[src/dfb_pkg.sv]
package dfb_pkg;
    // ----------------------------------------
    // parameter addresses
    // ----------------------------------------
    localparam logic [15:0] ADR_ACK_MIN = 16'h0648;
    localparam logic [15:0] ADR_RATE = 16'h1606;
    localparam logic [15:0] ADR_STN = 16'h1608;
    localparam logic [15:0] ADR_FMT = 16'h160a;
    localparam logic [15:0] ADR_GUARD = 16'h160c;
    localparam logic [15:0] ADR_SORD = 16'h160e;
    localparam logic [15:0] ADR_FWUP = 16'h1618;
    localparam logic [15:0] ADR_TORD = 16'h190a;
    localparam logic [15:0] ADR_MFC = 16'h1b32;

    // ----------------------------------------
    // factory values
    // ----------------------------------------
    localparam logic [15:0] RST_ACK_MIN = 16'h0000;
    localparam logic [15:0] RST_RATE = 16'h4b00;
    localparam logic [7:0] RST_STN = 8'h01;
    localparam logic [2:0] RST_FMT = 3'h2;
    localparam logic [15:0] RST_GUARD = 16'h0000;
    localparam logic RST_ORD = 1'b0;
    localparam logic RST_FWUP = 1'b0;
    localparam logic [15:0] RST_MFC = 16'h0000;

    // ----------------------------------------
    // legal values
    // ----------------------------------------
    localparam logic [15:0] STN_MIN = 16'h0001;
    localparam logic [15:0] STN_MAX = 16'h00f7;
    localparam logic [15:0] RATE_9600 = 16'h2580;
    localparam logic [15:0] RATE_19200 = 16'h4b00;
    localparam logic [15:0] RATE_38400 = 16'h9600;
    localparam logic [15:0] FMT_8N1 = 16'h0001;
    localparam logic [15:0] FMT_8E1 = 16'h0002;
    localparam logic [15:0] FMT_8O1 = 16'h0003;
    localparam logic [15:0] FMT_8N2 = 16'h0004;
    localparam logic [15:0] BIT_MAX = 16'h0001;
    localparam logic [15:0] GUARD_MAX = 16'h2710;
    localparam logic [15:0] ACK_MIN_MAX = 16'h3fff;

    // ----------------------------------------
    // timing
    // ----------------------------------------
    localparam int MS_TIME_NS = 1000000;
    localparam int CLK_PERIOD_NS = 5;
    localparam int CYC_PER_MS_DEF = MS_TIME_NS / CLK_PERIOD_NS;
    localparam int ACK_CHANNELS = 3;

    typedef enum logic [1:0] {ACK_IDLE, ACK_MOVE, ACK_HOLD} dfb_ack_state_t;
endpackage

[src/dfb_ack_stretch.sv]
`timescale 1ns/10ps
`default_nettype none
module dfb_ack_stretch import dfb_pkg::*; (
    // clock and reset
    input wire logic sys_clk,
    input wire logic arst_n,
    // timing and setting
    input wire logic ms_tick,
    input wire logic [15:0] min_time,
    // movement
    input wire logic busy,
    output logic ack
);
    dfb_ack_state_t state_reg, state_next;
    logic [15:0] cnt_reg;
    logic ack_reg;

    // ----------------------------------------
    // next state
    // ----------------------------------------
    wire cnt_done = cnt_reg > min_time;
    wire no_min = min_time == 16'h0000;

    // movement tracking with low-time extension
    always_comb begin
        state_next = state_reg;
        case (state_reg)
            ACK_IDLE: begin
                if (busy) state_next = ACK_MOVE;
            end
            ACK_MOVE: begin
                if (!busy) state_next = (no_min || cnt_done) ? ACK_IDLE : ACK_HOLD; // RULE9
            end
            ACK_HOLD: begin
                if (busy) state_next = ACK_MOVE;
                else if (cnt_done) state_next = ACK_IDLE; // RULE10
            end
            default: state_next = ACK_IDLE;
        endcase
    end

    // state, ms counter and ack bit
    always_ff @(posedge sys_clk or negedge arst_n) begin
        if (!arst_n) begin
            state_reg <= ACK_IDLE;
            cnt_reg <= 16'h0000;
            ack_reg <= 1'b1;
        end else begin
            state_reg <= state_next;
            if (state_reg == ACK_IDLE) cnt_reg <= 16'h0000;
            else if (ms_tick && cnt_reg != 16'hffff) cnt_reg <= cnt_reg + 16'h0001;
            ack_reg <= state_next == ACK_IDLE; // RULE11
        end
    end

    assign ack = ack_reg;
endmodule
`default_nettype wire

[src/dfb_param_bank.sv]
// Operation
// RULE1 - station address 1..247, applied at once
// RULE2 - rate 9600/19200/38400, applied at power-up
// RULE3 - serial word order 0 high first, immediate
// RULE4 - char format codes 1..4, applied at power-up
// RULE5 - supervision zero off, else ms up to 10000
// RULE6 - tcp update gate, written only over rtu
// RULE7 - master clears update gate after update
// RULE8 - tcp word order, applied at power-up
// RULE9 - zero minimum: ack follows movement only
// RULE10 - short move keeps ack low minimum time
// RULE11 - long move: ack from movement only
// RULE12 - same minimum for reference and homing bits
// RULE13 - minimum locked while power stage enabled
// RULE14 - read-only mode fault cause code
// RULE15 - no request within time raises fault
`timescale 1ns/10ps
`default_nettype none
module dfb_param_bank import dfb_pkg::*; #(
    parameter int CYC_PER_MS = CYC_PER_MS_DEF
) (
    // clock and reset
    input wire logic sys_clk,
    input wire logic arst_n,
    // parameter access
    input wire logic par_wr,
    input wire logic par_rd,
    input wire logic [15:0] par_addr,
    input wire logic [15:0] par_wdata,
    input wire logic par_from_rtu,
    output logic [15:0] par_rdata,
    output logic par_ack,
    output logic par_reject,
    // drive events
    input wire logic power_up_load,
    input wire logic power_stage_en,
    input wire logic master_req_valid,
    input wire logic mode_fault_set,
    input wire logic [15:0] mode_fault_code,
    input wire logic [2:0] move_busy,
    // active settings
    output logic [7:0] station_addr,
    output logic [15:0] serial_rate,
    output logic fmt_parity_en,
    output logic fmt_parity_odd,
    output logic fmt_two_stop,
    output logic serial_low_word_first,
    output logic tcp_low_word_first,
    output logic tcp_fw_update_allow,
    // status
    output logic comm_fault,
    output logic mode_fault_flag,
    output logic [2:0] ack_bits
);
    localparam int MS_W = $clog2(CYC_PER_MS + 1);
    localparam logic [MS_W-1:0] MS_LAST = MS_W'(CYC_PER_MS - 1);

    logic [15:0] ack_min_reg, rate_reg, rate_act_reg, guard_reg, mfc_reg;
    logic [15:0] sup_cnt_reg, rdata_reg, rd_mux;
    logic [7:0] stn_reg;
    logic [2:0] fmt_reg, fmt_act_reg;
    logic sord_reg, fw_reg, tord_reg, tord_act_reg, mf_flag_reg, fault_reg;
    logic ack_reg, reject_reg, par_en_reg, par_odd_reg, two_stop_reg, ms_tick_reg;
    logic [MS_W-1:0] ms_cnt_reg;

    // ----------------------------------------
    // address decode and value checks
    // ----------------------------------------
    wire hit_ack = par_addr == ADR_ACK_MIN;
    wire hit_rate = par_addr == ADR_RATE;
    wire hit_stn = par_addr == ADR_STN;
    wire hit_fmt = par_addr == ADR_FMT;
    wire hit_guard = par_addr == ADR_GUARD;
    wire hit_sord = par_addr == ADR_SORD;
    wire hit_fw = par_addr == ADR_FWUP;
    wire hit_tord = par_addr == ADR_TORD;
    wire hit_mfc = par_addr == ADR_MFC;
    wire stn_ok = par_wdata >= STN_MIN && par_wdata <= STN_MAX; // RULE1
    wire rate_ok = par_wdata == RATE_9600 || par_wdata == RATE_19200
        || par_wdata == RATE_38400; // RULE2
    wire fmt_ok = par_wdata >= FMT_8N1 && par_wdata <= FMT_8N2; // RULE4
    wire bit_ok = par_wdata <= BIT_MAX;
    wire guard_ok = par_wdata <= GUARD_MAX; // RULE5
    wire ackm_ok = par_wdata <= ACK_MIN_MAX && !power_stage_en; // RULE13
    wire fw_ok = bit_ok && par_from_rtu; // RULE6

    // writes that pass the checks; the cause code takes none
    wire wr_legal = (hit_ack && ackm_ok) || (hit_rate && rate_ok) || (hit_stn && stn_ok)
        || (hit_fmt && fmt_ok) || (hit_guard && guard_ok) || (hit_sord && bit_ok)
        || (hit_fw && fw_ok) || (hit_tord && bit_ok); // RULE14
    wire rd_legal = hit_ack || hit_rate || hit_stn || hit_fmt || hit_guard || hit_sord
        || hit_fw || hit_tord || hit_mfc;
    wire req = par_wr || par_rd;
    wire req_ok = par_wr ? wr_legal : rd_legal;
    wire wr_go = par_wr && wr_legal;
    wire rd_go = !par_wr && par_rd && rd_legal;

    // format decode of the pending code
    wire fmt_par_en = fmt_reg == FMT_8E1[2:0] || fmt_reg == FMT_8O1[2:0]; // RULE4
    wire fmt_odd = fmt_reg == FMT_8O1[2:0];
    wire fmt_2stop = fmt_reg == FMT_8N2[2:0];

    // ----------------------------------------
    // read mux
    // ----------------------------------------
    always_comb begin
        case (1'b1)
            hit_ack: rd_mux = ack_min_reg;
            hit_rate: rd_mux = rate_reg;
            hit_stn: rd_mux = {8'h00, stn_reg};
            hit_fmt: rd_mux = {13'h0000, fmt_reg};
            hit_guard: rd_mux = guard_reg;
            hit_sord: rd_mux = {15'h0000, sord_reg};
            hit_fw: rd_mux = {15'h0000, fw_reg};
            hit_tord: rd_mux = {15'h0000, tord_reg};
            hit_mfc: rd_mux = mfc_reg;
            default: rd_mux = 16'h0000;
        endcase
    end

    // answer one cycle after the request
    always_ff @(posedge sys_clk or negedge arst_n) begin
        if (!arst_n) begin
            ack_reg <= 1'b0;
            reject_reg <= 1'b0;
            rdata_reg <= 16'h0000;
        end else begin
            ack_reg <= req;
            reject_reg <= req && !req_ok;
            if (rd_go) rdata_reg <= rd_mux;
        end
    end

    // ----------------------------------------
    // stored settings
    // ----------------------------------------
    // immediate settings
    always_ff @(posedge sys_clk or negedge arst_n) begin
        if (!arst_n) begin
            stn_reg <= RST_STN;
            sord_reg <= RST_ORD;
            guard_reg <= RST_GUARD;
            fw_reg <= RST_FWUP;
            ack_min_reg <= RST_ACK_MIN;
        end else if (wr_go) begin
            if (hit_stn) stn_reg <= par_wdata[7:0]; // RULE1
            if (hit_sord) sord_reg <= par_wdata[0]; // RULE3
            if (hit_guard) guard_reg <= par_wdata; // RULE5
            if (hit_fw) fw_reg <= par_wdata[0]; // RULE6
            if (hit_ack) ack_min_reg <= par_wdata; // RULE13
        end
    end

    // settings held pending until power-up
    always_ff @(posedge sys_clk or negedge arst_n) begin
        if (!arst_n) begin
            rate_reg <= RST_RATE;
            fmt_reg <= RST_FMT;
            tord_reg <= RST_ORD;
        end else if (wr_go) begin
            if (hit_rate) rate_reg <= par_wdata;
            if (hit_fmt) fmt_reg <= par_wdata[2:0];
            if (hit_tord) tord_reg <= par_wdata[0];
        end
    end

    // active copies taken at power-up
    always_ff @(posedge sys_clk or negedge arst_n) begin
        if (!arst_n) begin
            rate_act_reg <= RST_RATE;
            fmt_act_reg <= RST_FMT;
            tord_act_reg <= RST_ORD;
            par_en_reg <= 1'b1;
            par_odd_reg <= 1'b0;
            two_stop_reg <= 1'b0;
        end else if (power_up_load) begin
            rate_act_reg <= rate_reg; // RULE2
            fmt_act_reg <= fmt_reg; // RULE4
            par_en_reg <= fmt_par_en;
            par_odd_reg <= fmt_odd;
            two_stop_reg <= fmt_2stop;
            tord_act_reg <= tord_reg; // RULE8
        end
    end

    // ----------------------------------------
    // mode fault cause
    // ----------------------------------------
    // code latched with the flag; a read clears the flag, a new fault wins
    always_ff @(posedge sys_clk or negedge arst_n) begin
        if (!arst_n) begin
            mfc_reg <= RST_MFC;
            mf_flag_reg <= 1'b0;
        end else begin
            if (mode_fault_set) mfc_reg <= mode_fault_code; // RULE14
            if (mode_fault_set) mf_flag_reg <= 1'b1;
            else if (rd_go && hit_mfc) mf_flag_reg <= 1'b0;
        end
    end

    // ----------------------------------------
    // ms tick and link supervision
    // ----------------------------------------
    wire sup_on = guard_reg != 16'h0000;
    wire sup_expire = sup_on && ms_tick_reg && sup_cnt_reg >= guard_reg - 16'h0001;

    // free-running millisecond prescaler
    always_ff @(posedge sys_clk or negedge arst_n) begin
        if (!arst_n) begin
            ms_cnt_reg <= '0;
            ms_tick_reg <= 1'b0;
        end else begin
            ms_tick_reg <= ms_cnt_reg == MS_LAST;
            ms_cnt_reg <= (ms_cnt_reg == MS_LAST) ? '0 : ms_cnt_reg + 1'b1;
        end
    end

    // timer restarts on every request; expiry wins over a clear
    always_ff @(posedge sys_clk or negedge arst_n) begin
        if (!arst_n) begin
            sup_cnt_reg <= 16'h0000;
            fault_reg <= 1'b0;
        end else begin
            if (!sup_on || master_req_valid) sup_cnt_reg <= 16'h0000; // RULE15
            else if (ms_tick_reg && sup_cnt_reg < guard_reg) sup_cnt_reg <= sup_cnt_reg + 16'h0001;
            if (sup_expire) fault_reg <= 1'b1; // RULE15
            else if (!sup_on || master_req_valid) fault_reg <= 1'b0; // RULE5
        end
    end

    // ----------------------------------------
    // acknowledge bits: motion, reference done, homing
    // ----------------------------------------
    for (genvar i = 0; i < ACK_CHANNELS; i++) begin : g_ack
        dfb_ack_stretch u_ack (
            .sys_clk(sys_clk),
            .arst_n(arst_n),
            .ms_tick(ms_tick_reg),
            .min_time(ack_min_reg), // RULE12
            .busy(move_busy[i]),
            .ack(ack_bits[i])
        );
    end

    // ----------------------------------------
    // outputs
    // ----------------------------------------
    assign par_rdata = rdata_reg;
    assign par_ack = ack_reg;
    assign par_reject = reject_reg;
    assign station_addr = stn_reg;
    assign serial_rate = rate_act_reg;
    assign fmt_parity_en = par_en_reg;
    assign fmt_parity_odd = par_odd_reg;
    assign fmt_two_stop = two_stop_reg;
    assign serial_low_word_first = sord_reg;
    assign tcp_low_word_first = tord_act_reg;
    assign tcp_fw_update_allow = fw_reg;
    assign comm_fault = fault_reg;
    assign mode_fault_flag = mf_flag_reg;
endmodule
`default_nettype wire

[config.mk]
export PLATFORM = sky130hd
export DESIGN_NAME = dfb_param_bank
export DESIGN_NICKNAME = d
export VERILOG_FILES = /design/src/dfb_pkg.sv /design/src/dfb_ack_stretch.sv /design/src/dfb_param_bank.sv
export SDC_FILE = /design/constraint.sdc
export NUM_CORES = 1
export LEC_CHECK = 0
export BUFFER_PORTS_ARGS = -buffer_cell sky130_fd_sc_hd__clkbuf_2
export CAP_MARGIN = 20
export CORE_UTILIZATION = 55
export CTS_BUF_LIST = sky130_fd_sc_hd__clkbuf_16
export DETAILED_ROUTE_END_ITERATION = 16
export GPL_TIMING_DRIVEN = 1
export PLACE_DENSITY_LB_ADDON = 0.12
export SETUP_SLACK_MARGIN = 0.05
export SLEW_MARGIN = 20
export SYNTH_ARGS = -nofsm -noshare
export SYNTH_HDL_FRONTEND = slang
export SYNTH_HIERARCHICAL = 1
export SYNTH_SLANG_ARGS = --single-unit
[constraint.sdc]
create_clock -name sys_clk -period 3.5 [get_ports sys_clk]
set_clock_uncertainty 0.2 [all_clocks]
set_input_delay 0.875 -clock sys_clk [delete_from_list [all_inputs] [get_ports sys_clk]]
set_output_delay 0.875 -clock sys_clk [all_outputs]
set_load 0.01 [all_outputs]
==> results of run 1 <==
[cell usage after synthesis, types with 4 or more instances]
| cell | instances |
|---|---|
| a211oi_1 | 5 |
| a21o_1 | 28 |
| a21oi_1 | 55 |
| a222oi_1 | 13 |
| a311oi_1 | 8 |
| and2_1 | 23 |
| and3_1 | 16 |
| and4_1 | 9 |
| clkbuf_1 | 22 |
| dfrtp_1 | 196 |
| dfstp_2 | 14 |
| ha_1 | 86 |
| inv_1 | 75 |
| mux2_2 | 67 |
| mux2_4 | 15 |
| mux2i_1 | 5 |
| nand2_1 | 74 |
| nand2b_1 | 9 |
| nand3_1 | 41 |
| nand4_1 | 30 |
| nor2_1 | 104 |
| nor2b_1 | 22 |
| nor3_1 | 36 |
| nor4_1 | 19 |
| nor4b_1 | 4 |
| o2111ai_1 | 14 |
| o211ai_1 | 7 |
| o21a_1 | 5 |
| o21ai_0 | 39 |
| or2_2 | 6 |
| or3_1 | 15 |
| or4_1 | 14 |
| xnor2_1 | 34 |
| xor2_1 | 42 |
[per-layer routing]
layer / track usage / vias to the layer above
li1: - / 4811
met1: 0.422 / 4838
met2: 0.433 / 308
met3: 0.0452 / 45
met4: 0.0653 / 0
met5: 0 / -
[power groups by stage]
stage	clock network [W]	registers (W)	logic (W)
global placement	0	0.00252	0.000252
CTS	0.00278	0.00247	0.000256
detailed placement	0	0.00252	0.000255
finish	0.00274	0.00247	0.000253
floorplan	0	0.00251	0.0000854
global route	0.00288	0.00247	0.000279
[layout make-up]
| cell class | count | area, sq um | share of cell area |
|---|---|---|---|
| multi-input cells | 905 | 6670 | 0.455 |
| flip-flops and latches | 210 | 5270 | 0.360 |
| repair buffers | 186 | 1200 | 0.0821 |
| clock buffers | 24 | 601 | 0.0410 |
| well taps | 280 | 350 | 0.0239 |
| inverters | 75 | 282 | 0.0192 |
| clock inverters | 20 | 265 | 0.0181 |
[worst max-delay path by stage]
stage / end / slack [ns] / cells past startpoint
detailed placement: guard_reg[2]$_DFFE_PN0P_ / -0.39 / 9
global placement: ack_min_reg[0]$_DFFE_PN0P_ / -0.36 / 9
floorplan: ack_min_reg[10]$_DFFE_PN0P_ / -0.30 / 10
CTS: guard_reg[2]$_DFFE_PN0P_ / 0.14 / 9
global route: guard_reg[2]$_DFFE_PN0P_ / 0.05 / 9
finish: guard_reg[2]$_DFFE_PN0P_ / 0.10 / 9
[stage by stage]
stage	total power, W	TNS (ns)	area (sq um)
after floorplan	0.00260	-8.62	12400
after global placement	0.00277	-14.10	13800
after detailed placement	0.00277	-15.40	13800
after CTS	0.00551	0	14600
after global routing	0.00563	0	14600
final	0.00546	0	14600
[what timing repair did]
item	CTS	global route
resized for setup	0	1
hold endpoints to repair	0	0
setup endpoints to repair	0	1
[cells by family (layout without fill, tap and decap cells)]
| kind of cell | after synthesis | count (layout) |
|---|---|---|
| AO/OA/AOI/OAI | 202 | 202 |
| XOR/XNOR | 76 | 76 |
| flip-flops | 210 | 210 |
| adder cells (fa/ha/maj) | 86 | 86 |
| AND/OR/NAND/NOR | 454 | 454 |
| buffers and inverters | 108 | 305 |
| multiplexers | 87 | 87 |
==> impl_results.md, run 1 <==
* Synth cell types at 73
* Area leader, netlist: dfrtp_1
* Comb power frac at 0.046
* Adder-cell share of the synthesized area at 0.0872
* Mux share of post-synthesis cell area at 0.0835
* H-tree depth at 1
* Met3 WL post-DR at 1920 microns
* Slew Viols, Final at 0
* Final WS setup at 0.100 ns
* MaxCap Viol Count at 0
* Final core utilization at 0.669
* CP endpoint kind: flop
* VDD IR-drop max at 0.000378 V
* P_leak at 6.97 nW
* Post-Layout Cell Count at 1700
* Slew headroom at 0.539
* Final Hold Viols at 0
* Total congestion overflow at 0
* Psw at 0.00121 W
* Buf/Inv on CP at 2
* CP max stage cell: or4bb_1
* Share of cells above drive strength 1 at 0.247
* Post-Route WL at 31600 microns
* Vias in the first global route at 9482
* Synthesized area at 0.0123 sq mm
* Worst Tran Pin Value at 0.692 ns
* WL/cell at 18.6 microns
* Vias/cell at 5.88
* Clock share of power at 0.501
* Die width at 152 microns
* Worst hold slack at 0.159 ns
* Root Buffer: clkbuf_16
* Row count at 54
* Outcome: completed
* Remaining DRCs at 0
* Total number of vias at 10.0k
* Buffers inserted by post-CTS timing repair at 0
* Metal1 wirelength at 14900 microns
* Die Y at 152 microns
* Unrepaired setup endpoints after global routing: no
* DP Wirelength at 23200 microns
* Fillers at 1761
* Synthesized Nets at 1369
* WL met2 at 14100 microns
* PwrDens at 373 mW/mm^2
* Clk pin slew, worst setup/hold paths at 0.05 ns
* Arrival time worst endpoint at 3.59 ns
* Top delay family on crit path: simple AND/OR/NAND/NOR gates
* # setup viols final at 0
* Post-synth EDFFs at 0
* Slowest Stage Delay on Critical Path at 0.53 ns
* Port bufs at 112
* R2R setup slack at 0.28 ns
* Main combinational cell family by area after synthesis: simple AND/OR/NAND/NOR gates
* Initial antenna violation count at 0
* Antenna viol nets, final at 0
* CTS tree: yes
* DRT Pass-1 Iters at 6
* Diode count at 0
* TritonCTS Buffers at 24
* Sw Share at 0.222
* Int Pwr at 0.00425 W
* Clk buf depth at 3
* First-pass GRT wire length at 50800 microns
* WS Path Type: in2reg
* Syn-to-layout area delta at 18.6%
* Commonest non-fill, non-tap cell in the layout: dfrtp_1
* Hold Path Class: in2async
* RR Startpoint: guard_reg[0]$_DFFE_PN0P_
* Part of the cycle the worst path needs at 0.971
* Dpl ws at -0.393 ns
* Post-Synth XOR/XNOR Area at 0.0539
* CP startpoint: par_addr[8]
* Yosys warning total at 6
* Synth Area in Simple Gates at 0.200
* Max FFs per register at 48
* Seq cells post-synth at 210
* Async SR Flop Fraction at 1.00
* Worst-path maximum fanout at 14
* Worst R2R Path Depth at 12
* Seq/Total Area, Yosys at 0.427
* Highest Signal Layer: met4
* Cell count after placement at 1656
* Largest net degree at the start of global routing at 90
* Synth top area share at 0.398
* Area contributors post-synth: dfrtp_1 (40%), ha_1 (8.7%), mux2_2 (6.1%), nor2_1 (3.2%), dfstp_2 (3.0%)
* Commonest cells after routing, fill and taps aside: dfrtp_1 (196), clkbuf_2 (111), nor2_1 (104), ha_1 (86), inv_1 (75)
* Critical Path Source Type: input port
* Nets at 1548
* Worst r2r dst: comm_fault$_DFFE_PN0P_
* Synth Area in Compound Gates at 0.111
* Starting Density at 0.564
* Hold buffers post-CTS at 0
* Mapped Cells at 1223
* Critical path cell sequence: clkbuf_2 > or4bb_1 > or3_4 > or4b_4 > a2bb2oi_2 > o2111ai_2 > and3_1 > buf_12 > mux2_2
* Clk sink count at 210
* Io pins at 113
* Core Region at 0.0219 sq mm
* GP Congestion at 0.939
* Clock latency at the later pin of the worst-skew pair at 0.54 ns
* Worst EP required at 3.69 ns
* Prevailing post-synth register cell: dfrtp_1
* Seq pwr share at 0.453
* FMAX at 294 MHz
* GRT Total Usage at 0.284
* 1st-iter DRT viols at 726
* Mean Syn Cell Area at 10.1 sq um
* Final Critical Period at 3.40 ns
* Die area at 0.0230 sq mm
Note: power is estimated with default switching activity, not from simulation.
==> run 2: changes to the inputs <==
Settings changed: GPL_TIMING_DRIVEN 1 to 0.
==> run 2 against run 1 <==
  * Sequential share of layout area rose by 0.80 points
  * Clock-buffer cell count stayed put
  * Worst setup slack got worse by 0.053 ns
  * Fmax shrank 1.5%
  * Register-to-register slack lost 0.10 ns
  * First-iteration DRC count is 1.4% lower
  * Via count fell by 0.35%
==> impl_results.md, run 2 (synthesis results as in run 1) <==
* Clk pin slew, worst setup/hold paths at 0.06 ns
* Die Y at 152 microns
* Nets at 1510
* Worst-path maximum fanout at 10
* Core Region at 0.0219 sq mm
* Clk buf depth at 3
* Io pins at 113
* 1st-iter DRT viols at 716
* R2R setup slack at 0.18 ns
* GRT Total Usage at 0.277
* Root Buffer: clkbuf_16
* Worst r2r dst: comm_fault$_DFFE_PN0P_
* Largest net degree at the start of global routing at 85
* First-pass GRT wire length at 49800 microns
* CTS tree: yes
* WS Path Type: in2reg
* FMAX at 290 MHz
* Arrival time worst endpoint at 3.66 ns
* VDD IR-drop max at 0.000433 V
* Commonest cells after routing, fill and taps aside: dfrtp_1 (195), clkbuf_2 (109), nor2_1 (104), ha_1 (86), inv_1 (77)
* Vias in the first global route at 9566
* Slew Viols, Final at 0
* Post-Route WL at 31000 microns
* Placed inst area at 0.0133 sq mm
* Max FFs per register at 48
* Critical Path Sink: guard_reg[6]$_DFFE_PN0P_
* Met3 GRT Util at 0.0458
* Total congestion overflow at 0
* Port bufs at 107
* Hold buffers post-CTS at 0
* # setup viols final at 0
* Worst EP required at 3.71 ns
* Final Critical Period at 3.45 ns
* Outcome: completed
* Met2 usage at 0.428
* Antenna viol nets, final at 0
* MaxCap Viol Count at 0
* WL/cell at 18.6 microns
* Diode count at 0
* RR Startpoint: guard_reg[2]$_DFFE_PN0P_
* CP startpoint: par_addr[8]
* Final Hold Viols at 0
* Clk sink count at 210
* Post-Layout Cell Count at 1662
* Unrepaired setup endpoints after global routing: yes
* PwrDens at 376 mW/mm^2
* Remaining DRCs at 0
* Worst R2R Path Depth at 11
* Post-route cell area at 0.0143 sq mm
* CP endpoint kind: flop
* TritonCTS Buffers at 24
* Critical Path Source Type: input port
* Starting Density at 0.564
* H-tree depth at 1
* Initial antenna violation count at 0
* GRT busiest layer: met2
* Worst Tran Pin Value at 1.06 ns
* Part of the cycle the worst path needs at 0.987
* GR Util met1 at 0.401
* Commonest non-fill, non-tap cell in the layout: dfrtp_1
* Share of cells above drive strength 1 at 0.216
* Syn-to-layout area delta at 16.1%
* Cell count after placement at 1612
* P_leak at 6.73 nW
* Hold Path Class: in2async
* DP Wirelength at 22600 microns
* GP Congestion at 0.891
* Die area at 0.0230 sq mm
* Total number of vias at 9967
* Vias/cell at 6.00
* Row count at 54
* Die width at 152 microns
* Slew headroom at 0.288
* Fillers at 1799
* DRT Pass-1 Iters at 5
* Clock latency at the later pin of the worst-skew pair at 0.54 ns
run 2: cell count changes in the layout (fill, tap and decap cells not counted), moves of 3 or more:
cell	before	now
buf_4	68	6
clkbuf_1	0	22
buf_12	6	2
clkinv_1	6	2
clkinv_2	3	7
buf_6	0	3
run 2: worst min path at each step:
| stage | startpoint | endpoint | cells past startpoint |
|---|---|---|---|
| after floorplan | ms_cnt_reg[0]$_DFF_PN0_ | ms_cnt_reg[0]$_DFF_PN0_ | 1 |
| after global placement | ms_cnt_reg[0]$_DFF_PN0_ | ms_cnt_reg[0]$_DFF_PN0_ | 1 |
| after detailed placement | ms_cnt_reg[0]$_DFF_PN0_ | ms_cnt_reg[0]$_DFF_PN0_ | 1 |
| after CTS | arst_n | sup_cnt_reg[4]$_DFFE_PN0P_ | 1 |
| after global routing | arst_n | sup_cnt_reg[4]$_DFFE_PN0P_ | 1 |
| final | arst_n | sup_cnt_reg[4]$_DFFE_PN0P_ | 1 |
run 2: final cells by class:
| class | count | area [sq um] | share of cell area |
|---|---|---|---|
| Multi-Input combinational cell | 905 | 6720 | 0.469 |
| Sequential cell | 210 | 5270 | 0.368 |
| Timing Repair Buffer | 115 | 644 | 0.0450 |
| Clock buffer | 24 | 601 | 0.0419 |
| Tap cell | 280 | 350 | 0.0245 |
| Inverter | 75 | 282 | 0.0197 |
| Clock inverter | 20 | 254 | 0.0177 |
| Buffer | 33 | 194 | 0.0135 |
run 2: repair_timing:
item | in CTS | in global routing
setup endpoints to repair | 42 | 35
setup buffers | 3 | 3
pin swaps | 1 | 3
hold endpoints to repair | 0 | 0
resized for setup | 5 | 8
run 2: through the flow:
stage / util / worst slack (ns) / setup TNS, ns / total power (W) / hold WS (ns)
2_1_floorplan: - / -0.296 / -8.62 / 0.00260 / 0.233
3_3_place_gp: 0.606 / -2.82 / -598.88 / 0.00273 / 0.253
3_5_place_dp: 0.609 / -0.648 / -32.04 / 0.00275 / 0.259
4_1_cts: 0.651 / 0.0322 / 0 / 0.00545 / 0.0961
5_1_grt: 0.654 / -0.0783 / -0.313 / 0.00554 / 0.121
6_report: 0.654 / 0.0468 / 0 / 0.00539 / 0.0865
run 2: critical path, cell delays in order:
cell and delay [ns]:
clkbuf_2 0.09, or4bb_1 0.53, or3_4 0.45, or4b_4 0.51
a2bb2oi_2 0.16, o2111ai_4 0.25, and3_1 0.21, buf_6 0.14
buf_12 0.14, mux2_4 0.30
run 2: power by group:
| part | total [W] | switching (W) | internal [W] |
|---|---|---|---|
| Clock | 0.00269 | 0.00105 | 0.00163 |
| Sequential | 0.00247 | 0.0000168 | 0.00246 |
| Combinational | 0.000228 | 0.000150 | 0.0000777 |
| Total | 0.00539 | 0.00122 | 0.00417 |
run 2: layer usage:
layer,vias to the layer above,part of all wire
li1,4746,-
met1,4859,0.47
met2,315,0.45
met3,47,0.060
met4,0,0.025
met5,-,0
